**src/shared/tmr16_pkg.sv**
```systemverilog
/*
  Constants and types shared by the 16-bit timer unit: register addresses,
  field positions, reset values, clock select and edge codes, timer modes.
  Assumes a single system clock domain and byte-wide register accesses.
*/
package tmr16_pkg;

  // Register byte addresses on the internal bus
  localparam logic [31:0] PRESCALE_EDGE_ADDR = 32'hFFFF_F216;
  localparam logic [31:0] PRESCALE_EXT_ADDR = 32'hFFFF_F218;

  // Values after reset
  localparam logic [7:0] PRESCALE_RESET = 8'h00;

  // Writable bits of each register; fixed-zero bits are masked
  localparam logic [7:0] EDGE_REG_MASK = 8'hF3;
  localparam logic [7:0] EXT_REG_MASK = 8'h01;

  // Field positions in the edge/prescale register
  localparam int SECOND_EDGE_HI = 7;
  localparam int SECOND_EDGE_LO = 6;
  localparam int FIRST_EDGE_HI = 5;
  localparam int FIRST_EDGE_LO = 4;
  localparam int CLOCK_SEL_HI = 1;
  localparam int CLOCK_SEL_LO = 0;
  // Field position in the extension register
  localparam int CLOCK_SEL_BIT2 = 0;

  // Valid edge codes
  localparam logic [1:0] EDGE_FALL = 2'h0;
  localparam logic [1:0] EDGE_RISE = 2'h1;
  localparam logic [1:0] EDGE_BOTH = 2'h3;

  // Count clock codes
  localparam logic [2:0] CLK_DIV2 = 3'h0;
  localparam logic [2:0] CLK_DIV4 = 3'h1;
  localparam logic [2:0] CLK_DIV16 = 3'h2;
  localparam logic [2:0] CLK_EDGE = 3'h3;
  localparam logic [2:0] CLK_DIV32 = 3'h4;
  localparam logic [2:0] CLK_DIV128 = 3'h5;
  localparam logic [2:0] CLK_DIV256 = 3'h6;

  // Operating modes of the counter
  typedef enum logic [1:0] {
    TMR16_INTERVAL,
    TMR16_PULSE,
    TMR16_FREE_CAPTURE,
    TMR16_RESTART_CAPTURE
  } tmr16_mode_t;

endpackage

```
**src/rtl/tmr16_timer.sv**
```systemverilog
/*
  16-bit timer/event counter with prescaler mode registers, interval timer,
  programmable pulse output and pulse width measurement on two inputs.
  Assumes inputs synchronous to clk_sys_i; mode, run and compare values
  come from plain ports driven by the surrounding control logic.
*/
// Behaviour
// - Reset clears both prescaler registers to zero
// - Prescaler registers accept byte-wide writes
// - Bits 7:6 pick second input valid edge
// - Bits 5:4 pick first input valid edge
// - Three-bit code picks divider or input edge
// - Code is two low bits plus extension bit
// - Post-reset high pin gives one early rise
// - Interval match clears counter, raises compare request
// - Pulse mode: period compare zero, width one
// - Measure widths free-running or restart on edge
// - First input edge captures counter, raises request, unless it is the count clock
// - Edge accepted after two equal count-clock samples, fxx/2 samples when edge-clocked
module tmr16_timer
  import tmr16_pkg::*;
#(
  parameter int CNT_W = 16
) (
  input wire logic clk_sys_i, // System clock, 50 MHz
  input wire logic rst_i, // Synchronous reset, active high
  input wire logic [31:0] bus_addr_i, // Register byte address
  input wire logic [7:0] bus_wdata_i, // Write byte
  input wire logic bus_wr_i, // Write strobe
  input wire logic bus_rd_i, // Read strobe
  input wire logic timer_run_i, // Counter enabled
  input wire tmr16_mode_t mode_i, // Operating mode
  input wire logic [CNT_W-1:0] compare_zero_i, // Compare value zero
  input wire logic [CNT_W-1:0] compare_one_i, // Compare value one
  input wire logic first_timer_input_i, // First timer input pin
  input wire logic second_timer_input_i, // Second timer input pin
  output logic [7:0] bus_rdata_o, // Read byte, registered
  output logic [CNT_W-1:0] timer_counter_value_o, // Counter value
  output logic [CNT_W-1:0] capture_zero_o, // Capture from second input
  output logic [CNT_W-1:0] capture_one_o, // Capture from first input
  output logic compare_zero_irq_o, // Compare/capture zero request, pulse
  output logic capture_one_irq_o, // Capture one request, pulse
  output logic timer_output_pin_o // Pulse output pin
);

  // Accept an edge of the kind selected by a two-bit code
  function automatic logic edge_ok(input logic [1:0] sel, input logic rise, input logic fall);
    case (sel)
      EDGE_FALL: edge_ok = fall;
      EDGE_RISE: edge_ok = rise;
      EDGE_BOTH: edge_ok = rise | fall;
      default: edge_ok = 1'b0; // Prohibited code gives no edge
    endcase
  endfunction

  logic [7:0] prescale_edge_reg;
  logic [7:0] prescale_ext_reg;
  logic [7:0] div_cnt;
  logic [2:0] clk_sel;
  logic pre_tick;
  logic samp_tick;
  logic cnt_tick;
  logic armed;
  logic [1:0] pins;
  logic [1:0] samp1;
  logic [1:0] level;
  logic [1:0] rise;
  logic [1:0] fall;
  logic [1:0] edge_hit;
  logic [CNT_W-1:0] cnt;
  logic [CNT_W-1:0] next_cnt;
  logic hit_zero;

  assign pins = {second_timer_input_i, first_timer_input_i};

  // Byte-wide register writes, fixed-zero bits masked
  always_ff @(posedge clk_sys_i) begin
    if (rst_i) begin
      prescale_edge_reg <= PRESCALE_RESET;
      prescale_ext_reg <= PRESCALE_RESET;
    end else if (bus_wr_i) begin
      if (bus_addr_i == PRESCALE_EDGE_ADDR) begin
        prescale_edge_reg <= bus_wdata_i & EDGE_REG_MASK;
      end
      if (bus_addr_i == PRESCALE_EXT_ADDR) begin
        prescale_ext_reg <= bus_wdata_i & EXT_REG_MASK;
      end
    end
  end

  // Registered read; unmapped addresses read as zero
  always_ff @(posedge clk_sys_i) begin
    if (rst_i) begin
      bus_rdata_o <= 8'h00;
    end else if (bus_rd_i) begin
      if (bus_addr_i == PRESCALE_EDGE_ADDR) begin
        bus_rdata_o <= prescale_edge_reg;
      end else if (bus_addr_i == PRESCALE_EXT_ADDR) begin
        bus_rdata_o <= prescale_ext_reg;
      end else begin
        bus_rdata_o <= 8'h00;
      end
    end
  end

  // Clock select code assembled from both registers
  assign clk_sel = {prescale_ext_reg[CLOCK_SEL_BIT2],
                    prescale_edge_reg[CLOCK_SEL_HI:CLOCK_SEL_LO]};

  // Free-running divider; runs always so ticks stay phase-stable
  always_ff @(posedge clk_sys_i) begin
    if (rst_i) begin
      div_cnt <= 8'h00;
    end else begin
      div_cnt <= div_cnt + 8'h01;
    end
  end

  // Prescaled tick per clock code; prohibited code never ticks
  always_comb begin
    case (clk_sel)
      CLK_DIV2: pre_tick = &div_cnt[0:0];
      CLK_DIV4: pre_tick = &div_cnt[1:0];
      CLK_DIV16: pre_tick = &div_cnt[3:0];
      CLK_EDGE: pre_tick = 1'b0;
      CLK_DIV32: pre_tick = &div_cnt[4:0];
      CLK_DIV128: pre_tick = &div_cnt[6:0];
      CLK_DIV256: pre_tick = &div_cnt[7:0];
      default: pre_tick = 1'b0;
    endcase
  end

  // Inputs are sampled at the count clock; edge clocking samples at fxx/2
  assign samp_tick = (clk_sel == CLK_EDGE) ? div_cnt[0] : pre_tick;

  // Remember the first enable so a stopped timer tracks the pins
  always_ff @(posedge clk_sys_i) begin
    if (rst_i) begin
      armed <= 1'b0;
    end else if (timer_run_i) begin
      armed <= 1'b1;
    end
  end

  // Two-sample noise filter per input
  genvar gi;
  generate
    for (gi = 0; gi < 2; gi++) begin : g_filter
      always_ff @(posedge clk_sys_i) begin
        if (rst_i) begin
          samp1[gi] <= 1'b0;
          level[gi] <= 1'b0; // Low after reset: a high pin shows a rise
        end else if (!timer_run_i && armed) begin
          // Follow the pin while stopped so re-enable sees no stale edge
          samp1[gi] <= pins[gi];
          level[gi] <= pins[gi];
        end else if (timer_run_i && samp_tick) begin
          samp1[gi] <= pins[gi];
          if (pins[gi] == samp1[gi] && pins[gi] != level[gi]) begin
            level[gi] <= pins[gi];
          end
        end
      end
      assign rise[gi] = timer_run_i && samp_tick && pins[gi] && samp1[gi] && !level[gi];
      assign fall[gi] = timer_run_i && samp_tick && !pins[gi] && !samp1[gi] && level[gi];
    end
  endgenerate

  assign edge_hit[0] = edge_ok(prescale_edge_reg[FIRST_EDGE_HI:FIRST_EDGE_LO],
                               rise[0], fall[0]);
  assign edge_hit[1] = edge_ok(prescale_edge_reg[SECOND_EDGE_HI:SECOND_EDGE_LO],
                               rise[1], fall[1]);

  // Count tick: prescaled clock or first input valid edge
  assign cnt_tick = timer_run_i && ((clk_sel == CLK_EDGE) ? edge_hit[0] : pre_tick);
  assign hit_zero = (cnt == compare_zero_i);

  // Next counter value by mode; edge-clocked mode relies on no restart
  always_comb begin
    next_cnt = cnt;
    if (!timer_run_i) begin
      next_cnt = '0; // Stopped timer is held cleared
    end else begin
      case (mode_i)
        TMR16_INTERVAL, TMR16_PULSE: begin
          if (cnt_tick) begin
            next_cnt = hit_zero ? '0 : cnt + 1'b1;
          end
        end
        TMR16_FREE_CAPTURE: begin
          if (cnt_tick) begin
            next_cnt = cnt + 1'b1; // Wraps from all ones
          end
        end
        TMR16_RESTART_CAPTURE: begin
          if (edge_hit[0] && clk_sel != CLK_EDGE) begin
            next_cnt = '0;
          end else if (cnt_tick) begin
            next_cnt = cnt + 1'b1;
          end
        end
        default: next_cnt = cnt;
      endcase
    end
  end

  // Counter register
  always_ff @(posedge clk_sys_i) begin
    if (rst_i) begin
      cnt <= '0;
    end else begin
      cnt <= next_cnt;
    end
  end
  assign timer_counter_value_o = cnt;

  // Captures and interrupt request pulses
  always_ff @(posedge clk_sys_i) begin
    if (rst_i) begin
      capture_zero_o <= '0;
      capture_one_o <= '0;
      compare_zero_irq_o <= 1'b0;
      capture_one_irq_o <= 1'b0;
    end else begin
      compare_zero_irq_o <= 1'b0;
      capture_one_irq_o <= 1'b0;
      if (timer_run_i) begin
        case (mode_i)
          TMR16_INTERVAL, TMR16_PULSE: begin
            compare_zero_irq_o <= cnt_tick && hit_zero;
          end
          TMR16_FREE_CAPTURE, TMR16_RESTART_CAPTURE: begin
            // Edge clock is not a capture trigger
            if (edge_hit[0] && clk_sel != CLK_EDGE) begin
              capture_one_o <= cnt;
              capture_one_irq_o <= 1'b1;
            end
            if (edge_hit[1] && mode_i == TMR16_FREE_CAPTURE) begin
              capture_zero_o <= cnt;
              compare_zero_irq_o <= 1'b1;
            end
          end
          default: compare_zero_irq_o <= 1'b0;
        endcase
      end
    end
  end

  // Pulse output: high from zero until compare one; low when not in pulse mode
  always_ff @(posedge clk_sys_i) begin
    if (rst_i) begin
      timer_output_pin_o <= 1'b0;
    end else begin
      timer_output_pin_o <= timer_run_i && mode_i == TMR16_PULSE
                            && (cnt < compare_one_i);
    end
  end

  a_reset_clears: assert property (@(posedge clk_sys_i)
    rst_i |=> prescale_edge_reg == 8'h00 && prescale_ext_reg == 8'h00)
    else $error("prescaler registers not cleared by reset");

  a_byte_write: assert property (@(posedge clk_sys_i) disable iff (rst_i)
    bus_wr_i && bus_addr_i == PRESCALE_EDGE_ADDR
    |=> prescale_edge_reg == ($past(bus_wdata_i) & EDGE_REG_MASK))
    else $error("edge register write lost");

  a_no_bad_edge: assert property (@(posedge clk_sys_i) disable iff (rst_i)
    prescale_edge_reg[FIRST_EDGE_HI:FIRST_EDGE_LO] == 2'h2 |-> !edge_hit[0])
    else $error("prohibited edge code produced an edge");

  a_clock_bad: assert property (@(posedge clk_sys_i) disable iff (rst_i)
    clk_sel == 3'h7 |-> !cnt_tick)
    else $error("prohibited clock code produced a tick");

  a_interval_clear: assert property (@(posedge clk_sys_i) disable iff (rst_i)
    timer_run_i && mode_i == TMR16_INTERVAL && cnt_tick && hit_zero
    |=> cnt == '0 && compare_zero_irq_o)
    else $error("interval match did not clear and request");

  a_pulse_level: assert property (@(posedge clk_sys_i) disable iff (rst_i)
    timer_run_i && mode_i == TMR16_PULSE
    |=> timer_output_pin_o == ($past(cnt) < $past(compare_one_i)))
    else $error("pulse output level wrong");

  a_restart_zero: assert property (@(posedge clk_sys_i) disable iff (rst_i)
    timer_run_i && mode_i == TMR16_RESTART_CAPTURE && edge_hit[0] && clk_sel != CLK_EDGE
    |=> cnt == '0 && capture_one_irq_o)
    else $error("restart edge did not clear counter");

  a_capture_one: assert property (@(posedge clk_sys_i) disable iff (rst_i)
    timer_run_i && mode_i == TMR16_FREE_CAPTURE && edge_hit[0] && clk_sel != CLK_EDGE
    |=> capture_one_o == $past(cnt) && capture_one_irq_o)
    else $error("first input edge did not capture");

  a_filter_two: assert property (@(posedge clk_sys_i) disable iff (rst_i)
    timer_run_i && $rose(level[0]) |-> $past(samp1[0]) && $past(pins[0]))
    else $error("edge accepted without two equal samples");

  a_count_step: assert property (@(posedge clk_sys_i) disable iff (rst_i)
    timer_run_i && mode_i == TMR16_FREE_CAPTURE && cnt_tick && $stable(timer_run_i)
    |=> cnt == CNT_W'($past(cnt) + 1'b1))
    else $error("counter did not advance by one");

endmodule

```
**config.mk**
```make
export PLATFORM = sky130hd
export DESIGN_NAME = tmr16_timer
export DESIGN_NICKNAME = d
export VERILOG_FILES = /design/src/shared/tmr16_pkg.sv /design/src/rtl/tmr16_timer.sv
export SDC_FILE = /design/constraint.sdc
export NUM_CORES = 1
export LEC_CHECK = 0
export ABC_CLOCK_PERIOD_IN_PS = 2200
export BUFFER_PORTS_ARGS = -buffer_cell sky130_fd_sc_hd__buf_4
export CORE_MARGIN = 3
export CORE_UTILIZATION = 46
export CTS_BUF_LIST = sky130_fd_sc_hd__clkbuf_8 sky130_fd_sc_hd__clkbuf_16
export CTS_CLUSTER_DIAMETER = 100
export DETAILED_ROUTE_END_ITERATION = 12
export PLACE_DENSITY_LB_ADDON = 0.2
export SYNTH_ARGS = -nofsm -noshare
export SYNTH_HDL_FRONTEND = slang
export SYNTH_SLANG_ARGS = --single-unit
```
**constraint.sdc**
```tcl
create_clock -name clk_sys_i -period 2.2 [get_ports clk_sys_i]
set_input_delay 0.44 -clock clk_sys_i [delete_from_list [all_inputs] [get_ports clk_sys_i]]
set_output_delay 0.44 -clock clk_sys_i [all_outputs]
set_load 0.02 [all_outputs]
```
-- Word level (Yosys, flattened, before mapping)
Cells that the tools add are included.
- add/sub/neg operators: 2
- multipliers: 0
- div/mod/pow operators: 0
- $lt $le $gt $ge: 1
- equal/unequal tests: 22
- shifts and indexed selects: 0
- multiplexer cells: 25
- bitwise logic cells: 4
- reductions and logical operators: 51
- operators with widths (operator ; number):
    equality test 32 bit (second input constant) ; 2
    two-way mux 16 bit ; 4
    one-hot mux 16 bit (3 select lines) ; 1
    logical AND 1 bit ; 22
    adder 16 x 1 -> 16 bit (second input constant) ; 1
    equality test 16 bit ; 1
    < comparator 16 bit ; 1
    two-way mux 1 bit ; 15
    AND reduction 2 bit ; 5
    equality test 3 bit (second input constant) ; 3
    adder 8 x 1 -> 8 bit (second input constant) ; 1
    equality test 2 bit (second input constant) ; 4
    two-way mux 8 bit ; 1
    AND reduction 8 bit ; 1
    logical NOT 1 bit ; 7
    AND reduction 7 bit ; 1
    equality test 2 x 1 -> 1 bit (second input constant) ; 3
    equality test 3 x 2 -> 1 bit (second input constant) ; 2
    logical NOT 2 bit ; 3
    one-hot mux 1 bit (3 select lines) ; 2
    one-hot mux 1 bit (6 select lines) ; 1
    AND reduction 3 bit ; 2
    nonzero test 2 bit ; 3
    OR reduction 2 bit ; 3
    other kinds (12) ; 16
- register bits after elaboration: 79
- latch bits: 0
- memory bits (writable): 0
- ROM bits: 0
- bits of input ports: 81
- output and inout bits: 59
- word-level logic and storage cells: 120
- memories: 0

-- Longest topological paths before layout
Gate-level depths: netlist of the first run.
- depth after elaboration: 14
- depth in mapped cells: 10
- depth with buffers taken out: 8

-- Worst setup path before layout of the first run
No wires, ideal clock.
- path type: register to register
- start: register cnt[5], in the netlist timer_counter_value_o[5]
- end: register cnt[6], in the netlist timer_counter_value_o[6]
- data arrival time: 2.120 ns
- setup slack: -0.055 ns
- stages on the path, launching flop included: 9
- period minus slack after synthesis: 2.255 ns
- cells stage by stage: dfxtp_1 > clkbuf_1 > xnor2_1 > nand4_1 > nor4_2 > a22oi_2 > buf_2 > a41oi_1 > o31ai_1
- word-level cells in the longest chain between the ends: 4
- elaborated cells on any way between the ends: 7
- those cells by class: add/sub: 1; eq/ne: 1; mux: 5
- RTL lines (item ; line ; source):
    start: declaration ; tmr16_timer.sv:70 ; logic [CNT_W-1:0] cnt;
    start signal: assignment ; tmr16_timer.sv:212 ; cnt <= next_cnt;
    adder 16 x 1 -> 16 bit / equality test 16 bit (equally long branches) ; -- ;
    two-way mux 16 bit, on equally long branches ; tmr16_timer.sv:191, tmr16_timer.sv:198, tmr16_timer.sv:187 ;
    two-way mux 16 bit, on equally long branches ; tmr16_timer.sv:196, tmr16_timer.sv:186 ;
    one-hot mux 16 bit (3 select lines) * ; tmr16_timer.sv:184 ; case (mode_i)
Every way passes the cells marked *; elsewhere a longest branch is shown, timed or not. The select of a mux whose other input is x is not followed.
A chain may end at the register's enable or synchronous reset.

-- Final worst setup path of the first run
- start: register div_cnt[0]
- end: register capture_one_o[5]
- word-level cells in the longest chain between the ends: 11
- elaborated cells on any way between the ends: 18
- those cells by class: mux: 3; bitwise: 1; reduce/logical: 14
- RTL lines (item ; line ; source):
    start: declaration ; tmr16_timer.sv:58 ; logic [7:0] div_cnt;
    start signal: assignment ; tmr16_timer.sv:115 ; div_cnt <= div_cnt + 8'h01;
    AND reduction 8 bit, or another cell as far along ; tmr16_timer.sv:128 ; CLK_DIV256: pre_tick = &div_cnt[7:0];
    one-hot mux 1 bit (6 select lines) ; tmr16_timer.sv:121 ; case (clk_sel)
    two-way mux 1 bit * ; tmr16_timer.sv:134 ; assign samp_tick = (clk_sel == CLK_EDGE) ? div_cnt[0] : pre_tick;
    logical AND 1 bit * ; tmr16_timer.sv:164, tmr16_timer.sv:165 ;
    logical AND 1 bit, on equally long branches (3 in a row) ; tmr16_timer.sv:164, tmr16_timer.sv:165 ;
    bitwise OR 1 bit ; tmr16_timer.sv:51 ; EDGE_BOTH: edge_ok = rise | fall;
    one-hot mux 1 bit (3 select lines) * ; tmr16_timer.sv:48 ; case (sel)
    logical AND 1 bit * ; tmr16_timer.sv:234 ; if (edge_hit[0] && clk_sel != CLK_EDGE) begin
    AND reduction 3 bit (no source line) * ; -- ;
    end signal: assignment ; tmr16_timer.sv:235 ; capture_one_o <= cnt;
    end: declaration ; tmr16_timer.sv:40 ; output logic [CNT_W-1:0] capture_one_o,
Every way passes the cells marked *; elsewhere a longest branch is shown, timed or not.

==> reports/results.tsv, run 1 <==
stage	metric	value	unit
outcome	status	completed	
sta	worst_pin_slew	0.5844	ns
sta	clock.fmax	0.4560	GHz
hold_path	hold_path.class	input pin to register	
sta	whs	0.3019	ns
logic_synthesis	synth_cell_types	61	
cells_and_area	drive_above_1_share	0.3440	
cells_and_area	nNetsFinal	750	
logic_synthesis	synth_area_leaders	dfxtp_1, mux2i_1, nor2_1	
logic_synthesis	synthArstFlopShare	0	
clocking	cts_tree	built	
sta	maxSlewHeadroom	0.6104	
global_route	grt_max_degree	60	
detailed_routing	antenna_left	0	
sta	drv_slew	0	
logic_synthesis	synthAdderAreaFrac	0.05114	
clocking	cts.sinks	77	
logic_synthesis	synth-main-ff-cell	dfxtp_1	
worst_setup_path	arrival	2.42	ns
worst_setup_path	slowest_delay	0.39	ns
cells_and_area	multi_input_area	2430	um^2
worst_setup_path	cp_max_fo	6	
worst_setup_path	crit_family	simple AND/OR/NAND/NOR gates	
global_route	antenna_found_initial	0	
logic_synthesis	synth_top_family_by_area	simple AND/OR/NAND/NOR gates	
clocking	postCtsHoldBufs	0	
worst_setup_path	cp-start-kind	register	
global_route	track_usage	0.2433	
clocking	clk_latency	0.37	ns
detailed_routing	drc	0	
logic_synthesis	synth-simple-area-share	0.2431	
logic_synthesis	synthCells	482	
clocking	cts_buffer_depth	2	
logic_synthesis	synth_area	4159	um^2
worst_setup_path	r2r_cells	8	
worst_setup_path	crit_type	register to register	
sta	fin_skew	0.01327	ns
clocking	clkTransAtPathRegs	0.10	ns
flow_run	maxCapViolations	0	
worst_setup_path	worst-path-buf-inv	2	
sta	rsz0062_at_grt	true	
detailed_routing	dr.pass1.iters	5	
logic_synthesis	ys_seq_elements	77	
logic_synthesis	synth_compound_area_frac	0.1233	
clocking	numCtsBuffers	9	
floorplanning	num_rows	34	
cells_and_area	design_area	5903	um^2
hold_path	hp-start	bus_wdata_i[6]	
logic_synthesis	yosysTopAreaCell	dfxtp_1	
floorplanning	dieArea	10220	um^2
hold_path	holdPathStages	3	
detailed_routing	first_iter_violations	293	
cells_and_area	post-route-util	0.6736	
cells_and_area	regArea	1546	um^2
logic_synthesis	synth_warnings	0	
power	power.leakage	2.793	nW
floorplanning	start_util	0.4746	
worst_setup_path	reg2reg_from	div_cnt[0]	
worst_setup_path	crit_slowest_cell	dfxtp_4	
logic_synthesis	synth_area_per_cell	8.629	um^2
worst_setup_path	path_cells	or3b_4, a311oi_2, or2_4, nor4b_4, buf_4, clkbuf_16, mux2i_1, nor2_1	
sta	period_share	0.9967	
detailed_routing	wl_per_cell	16.14	um
logic_synthesis	yosys.area.top_type_share	0.3706	
detailed_routing	wirelength	12350	um
worst_setup_path	critPathCaptureType	register	
detailed_routing	num_vias	4250	
clocking	cts_max_level	3	
power	vdd_drop_max	324.6	uV
sta	finalHoldViolations	0	
placed_design	port_buffers	135	
detailed_routing	vias_per_cell	5.556	
logic_synthesis	synth_edf_count	0	
logic_synthesis	synth_xor_area_frac	0.04844	
cells_and_area	insertedDiodeCount	0	
sta	fin_crit	2.193	ns
cells_and_area	area.growth.synth_to_final	41.94	%
logic_synthesis	ys_seq_area_frac	0.3706	
worst_setup_path	critical_path_required	2.43	ns
global_route	grt_pass1_vias	4203	
logic_synthesis	synth.area.mux_share	0.09868	
power	cellPowerDensity	494.2	nW/um^2
global_route	overflow	0	
placed_design	post-dp-hpwl	9188	um
global_route	grt_pass1_wl	19820	um
worst_setup_path	startpoint	div_cnt[0]	
clocking	cts_root_buffer	clkbuf_8	
floorplanning	fp.coreArea	8763	um^2
floorplanning	die_h	101.1	um
placed_design	dpl-instance-area	5542	um^2
placed_design	place_congestion	0.8933	
sta	setup_viol	0	
cells_and_area	n_fill_cell	748	
worst_setup_path	path_depth	8	
floorplanning	io_pins	140	
floorplanning	chipWidth	101.1	um
## logic make-up after synthesis
logic type | count (synthesis)
and+or+nand+nor | 189
AOI/OAI and AO/OA | 79
DFF | 77
buffers and inverters | 55
muxes | 41
xor gates and xnor gates | 23
adders and majority gates | 17
other | 1
## worst paths after layout
kind / end / slack, ns
worst min register to register: bus_rdata_o[0] / 0.48
worst max-delay path: capture_one_o[5] / 0.007
worst min-delay path: prescale_edge_reg[6] / 0.30
worst max register to register: capture_one_o[5] / 0.007
## stage by stage
step | instances | setup TNS, ns | setup slack [ns] | power, W
after floorplan | 483 | 0 | 0.03411 | 0.001583
after global placement | 741 | -0.9574 | -0.07076 | 0.001753
after detailed placement | 741 | -2.699 | -0.1876 | 0.001764
after CTS | 760 | 0 | 0.008391 | 0.002926
after global routing | 765 | -1.157 | -0.08369 | 0.003029
final | 765 | 0 | 0.007191 | 0.002917
## final cells by class
| class | instances | area share |
|---|---|---|
| clock buffer | 9 | 0.02098 |
| clock inverter | 7 | 0.01505 |
| inverter | 22 | 0.01399 |
| tap | 108 | 0.02289 |
| multi-input combinational | 351 | 0.4116 |
| sequential | 77 | 0.2620 |
| timing repair buffer | 191 | 0.2535 |
## cell usage after synthesis (2+ instances only)
cell,instances
dfxtp_1,77
nor2_1,59
mux2i_1,41
a21oi_1,27
nand2_1,23
inv_1,22
nand3_1,22
nand4_1,20
clkbuf_1,18
xnor2_1,18
ha_1,17
o21ai_0,17
and3_1,11
nor2b_1,9
nor3_1,8
buf_2,6
nand2b_1,6
o31ai_1,6
nor4_1,5
xor2_1,5
a21o_1,4
and4_1,4
a31oi_1,3
a32oi_1,3
and3b_1,3
buf_4,3
buf_6,3
nand3b_1,3
a2bb2oi_1,2
a41oi_1,2
and2_1,2
nand4b_1,2
nor3b_1,2
o41ai_1,2
## power by group
group / internal (W) / leakage, nW / switching [W] / total (W)
clock network: 0.000553 / 0.106 / 0.000614 / 0.00117
registers: 0.00141 / 0.623 / 0.0000160 / 0.00142
logic: 0.000180 / 2.06 / 0.000147 / 0.000328
## layer usage
layer	track usage	routed length [um]	up-vias
li1	-	-	2056
met1	0.3067	5096	1990
met2	0.4014	5987	189
met3	0.05536	1061	15
met4	0.09611	201	0
met5	0	0	-
## tightest hold or removal path, cell delays in order
cell	delay (ns)
buf_4	0.07
mux2i_1	0.05
nor2_1	0.07
## placed cells by master (no fill, tap or decap), drive strengths merged, types with 3 or more instances in the layout
master / instances
o21ai: 18
nand2: 23
nand3b: 3
a32oi: 3
clkbuf: 10
buf: 190
and4: 4
ha: 17
dfxtp: 77
nor2: 59
nor2b: 9
a21o: 4
xnor2: 18
mux2i: 41
and3: 11
inv: 26
nor3: 8
xor2: 5
nor4: 6
o31ai: 6
nand2b: 6
nand3: 22
and3b: 3
a21oi: 27
nand4: 20
a31oi: 3
## repair_timing
action,4_1_cts,5_1_grt
buffers inserted,3,4
cloned,0,1
endpoints found under the setup margin,29,25
pin swaps,2,1
resized for setup,4,17
No activity file was read; power rests on OpenSTA's default activity.
==> run 2: changes to the inputs <==
Settings changed: ABC_AREA from default to 1, CORE_UTILIZATION 46 to 47.
==> reports/results.tsv, run 2 <==
stage	metric	value	unit
global_route	track_usage	0.2299	
detailed_routing	vias_per_cell	5.262	
logic_synthesis	synthTopCellsByCount	nand2_1, inv_1, dfxtp_1	
logic_synthesis	synth-main-ff-cell	dfxtp_1	
power	internal-power	0.002174	W
detailed_routing	antenna_left	0	
cells_and_area	area.growth.synth_to_final	28.88	%
placed_design	port_buffers	135	
floorplanning	dieArea	11060	um^2
clocking	cts_tree	built	
sta	setup_tns	0	ns
placed_design	place_congestion	0.8450	
logic_synthesis	synth.most_common_cell	nand2_1	
detailed_routing	dr.pass1.iters	6	
sta	rsz0062_at_grt	false	
clocking	clkTransAtPathRegs	0.08	ns
detailed_routing	first_iter_violations	353	
logic_synthesis	synthCells	663	
clocking	clk_latency	0.36	ns
worst_setup_path	path_cells	ha_1, nand3_1, inv_1, nand2_1, nand4_2, nand3_4, nand3_2, nand2_1, inv_1, a21oi_1	
cells_and_area	post-route-util	0.6327	
clocking	cts_root_buffer	clkbuf_8	
cells_and_area	design_area	5957	um^2
global_route	overflow	0	
floorplanning	num_rows	35	
power	vdd_drop_max	343.7	uV
logic_synthesis	synth_area_leaders	dfxtp_1, nand2_1, a21oi_1	
outcome	status	completed	
cells_and_area	layout_commonest_cell	buf_4	
placed_design	post-dp-hpwl	9639	um
worst_setup_path	crit_slowest_cell	dfxtp_2	
sta	finalHoldViolations	0	
power	power.leakage	2.800	nW
worst_setup_path	cp-start-kind	register	
logic_synthesis	synth_warnings	0	
power	swShare	0.2839	
placed_design	dpl-instance-area	5739	um^2
detailed_routing	num_vias	4899	
global_route	grt_pass1_vias	4643	
detailed_routing	drc	0	
logic_synthesis	yosys.area.top_type_share	0.3335	
floorplanning	io_pins	140	
power	pwr-share-clk	0.348	
sta	drv_slew	0	
logic_synthesis	synth_area	4622	um^2
logic_synthesis	synth_cell_types	44	
clocking	cts.sinks	77	
sta	fin_skew	0.01375	ns
floorplanning	die_h	105.2	um
cells_and_area	drive_above_1_share	0.2394	
floorplanning	start_util	0.4909	
sta	clock.fmax	0.5007	GHz
sta	maxSlewHeadroom	0.2478	
sta	period_share	0.9079	
logic_synthesis	ys_seq_area_frac	0.3335	
global_route	antenna_found_initial	0	
sta	fin_crit	1.997	ns
power	cellPowerDensity	509.6	nW/um^2
worst_setup_path	crit_type	register to register	
worst_setup_path	slowest_delay	0.35	ns
logic_synthesis	yosysTopAreaCell	dfxtp_1	
cells_and_area	insertedDiodeCount	0	
floorplanning	fp.coreArea	9415	um^2
hold_path	hold_path.class	input pin to register	
logic_synthesis	synthArstFlopShare	0	
detailed_routing	wirelength	12980	um
worst_setup_path	critical_path_required	2.48	ns
sta	worst_pin_slew	1.124	ns
power	pwr-share-comb	0.173	
clocking	cts_max_level	3	
global_route	grt_max_degree	33	
cells_and_area	nNetsFinal	896	
clocking	cts_buffer_depth	2	
detailed_routing	wl_per_cell	13.94	um
worst_setup_path	arrival	2.28	ns
global_route	grt_pass1_wl	21020	um
sta	setup_viol	0	
floorplanning	chipWidth	105.2	um
flow_run	maxCapViolations	0	
logic_synthesis	synth_edf_count	0	
worst_setup_path	cp_max_fo	12	
power	p_switching	0.0008620	W
logic_synthesis	synth_area_per_cell	6.971	um^2
logic_synthesis	ys_seq_elements	77	
clocking	numCtsBuffers	9	
worst_setup_path	critPathCaptureType	register	
power	p_seq_frac	0.479	
cells_and_area	final_cell_mix	buf_4, nand2_1, inv_1	
run 2: worst paths after layout:
kind,start,endpoint,slack [ns],cells past startpoint
hold reg to reg,armed,armed,0.46,2
setup reg to reg,div_cnt[0],timer_counter_value_o[14],0.20,10
hold / removal,bus_wdata_i[5],prescale_edge_reg[5],0.34,3
setup / recovery,div_cnt[0],timer_counter_value_o[14],0.20,10
run 2: worst max-delay path: cells and delay by family, from the launching register on:
family | cells | cell delay, ns
AO/OA/AOI/OAI | 1 | 0.15
adder cells (fa/ha/maj) | 1 | 0.24
buffers and inverters | 2 | 0.16
flip-flops | 1 | 0.35
AND/OR/NAND/NOR | 6 | 1.03
run 2: cell families (layout without fill, tap and decap cells):
logic type,count (synthesis),in the layout,share of synthesized area
other,1,2,0.0008113
buffers and inverters,118,254,0.1145
xor gates and xnor gates,28,28,0.05306
DFF,77,77,0.3335
AOI/OAI and AO/OA,125,125,0.1391
and+or+nand+nor,297,299,0.3129
adders and majority gates,17,17,0.04602
run 2: area by class of cell:
class / instances / area (um^2)
fill: 870 / 3458
inverter: 90 / 337.8
tap: 129 / 161.4
clock inverter: 6 / 65.06
sequential: 77 / 1543
timing repair buffer: 149 / 1144
multi-input combinational: 471 / 2582
clock buffer: 9 / 123.9
run 2: power by group through the flow:
stage	Sequential [W]	Combinational, W	Clock (W)
after global routing	0.00146	0.000584	0.00112
after CTS	0.00145	0.000518	0.00107
after floorplan	0.00150	0.000289	0
after detailed placement	0.00149	0.000515	0
final	0.00145	0.000526	0.00106
after global placement	0.00148	0.000496	0
run 2: metal layers:
layer	global-route usage	wire length (um)
met5	0	0
met4	0.08154	180
met3	0.05435	1073
met2	0.3818	6100
met1	0.2908	5627
run 2: repair_timing:
item / CTS / global route
hold buffers: 0 / 0
buffers inserted: 0 / 0
setup endpoints to repair: 0 / 22
gates resized for setup: 0 / 2
run 2: through the flow:
step	total power, W	setup WS, ns	std cells	hold WS [ns]
after global placement	0.001979	0.2200	914	0.4411
after floorplan	0.001790	0.3974	664	0.4324
after global routing	0.003166	0.03778	931	0.3299
after CTS	0.003042	0.1186	929	0.3247
after detailed placement	0.002000	0.1614	914	0.4492
final	0.003036	0.2026	931	0.3362
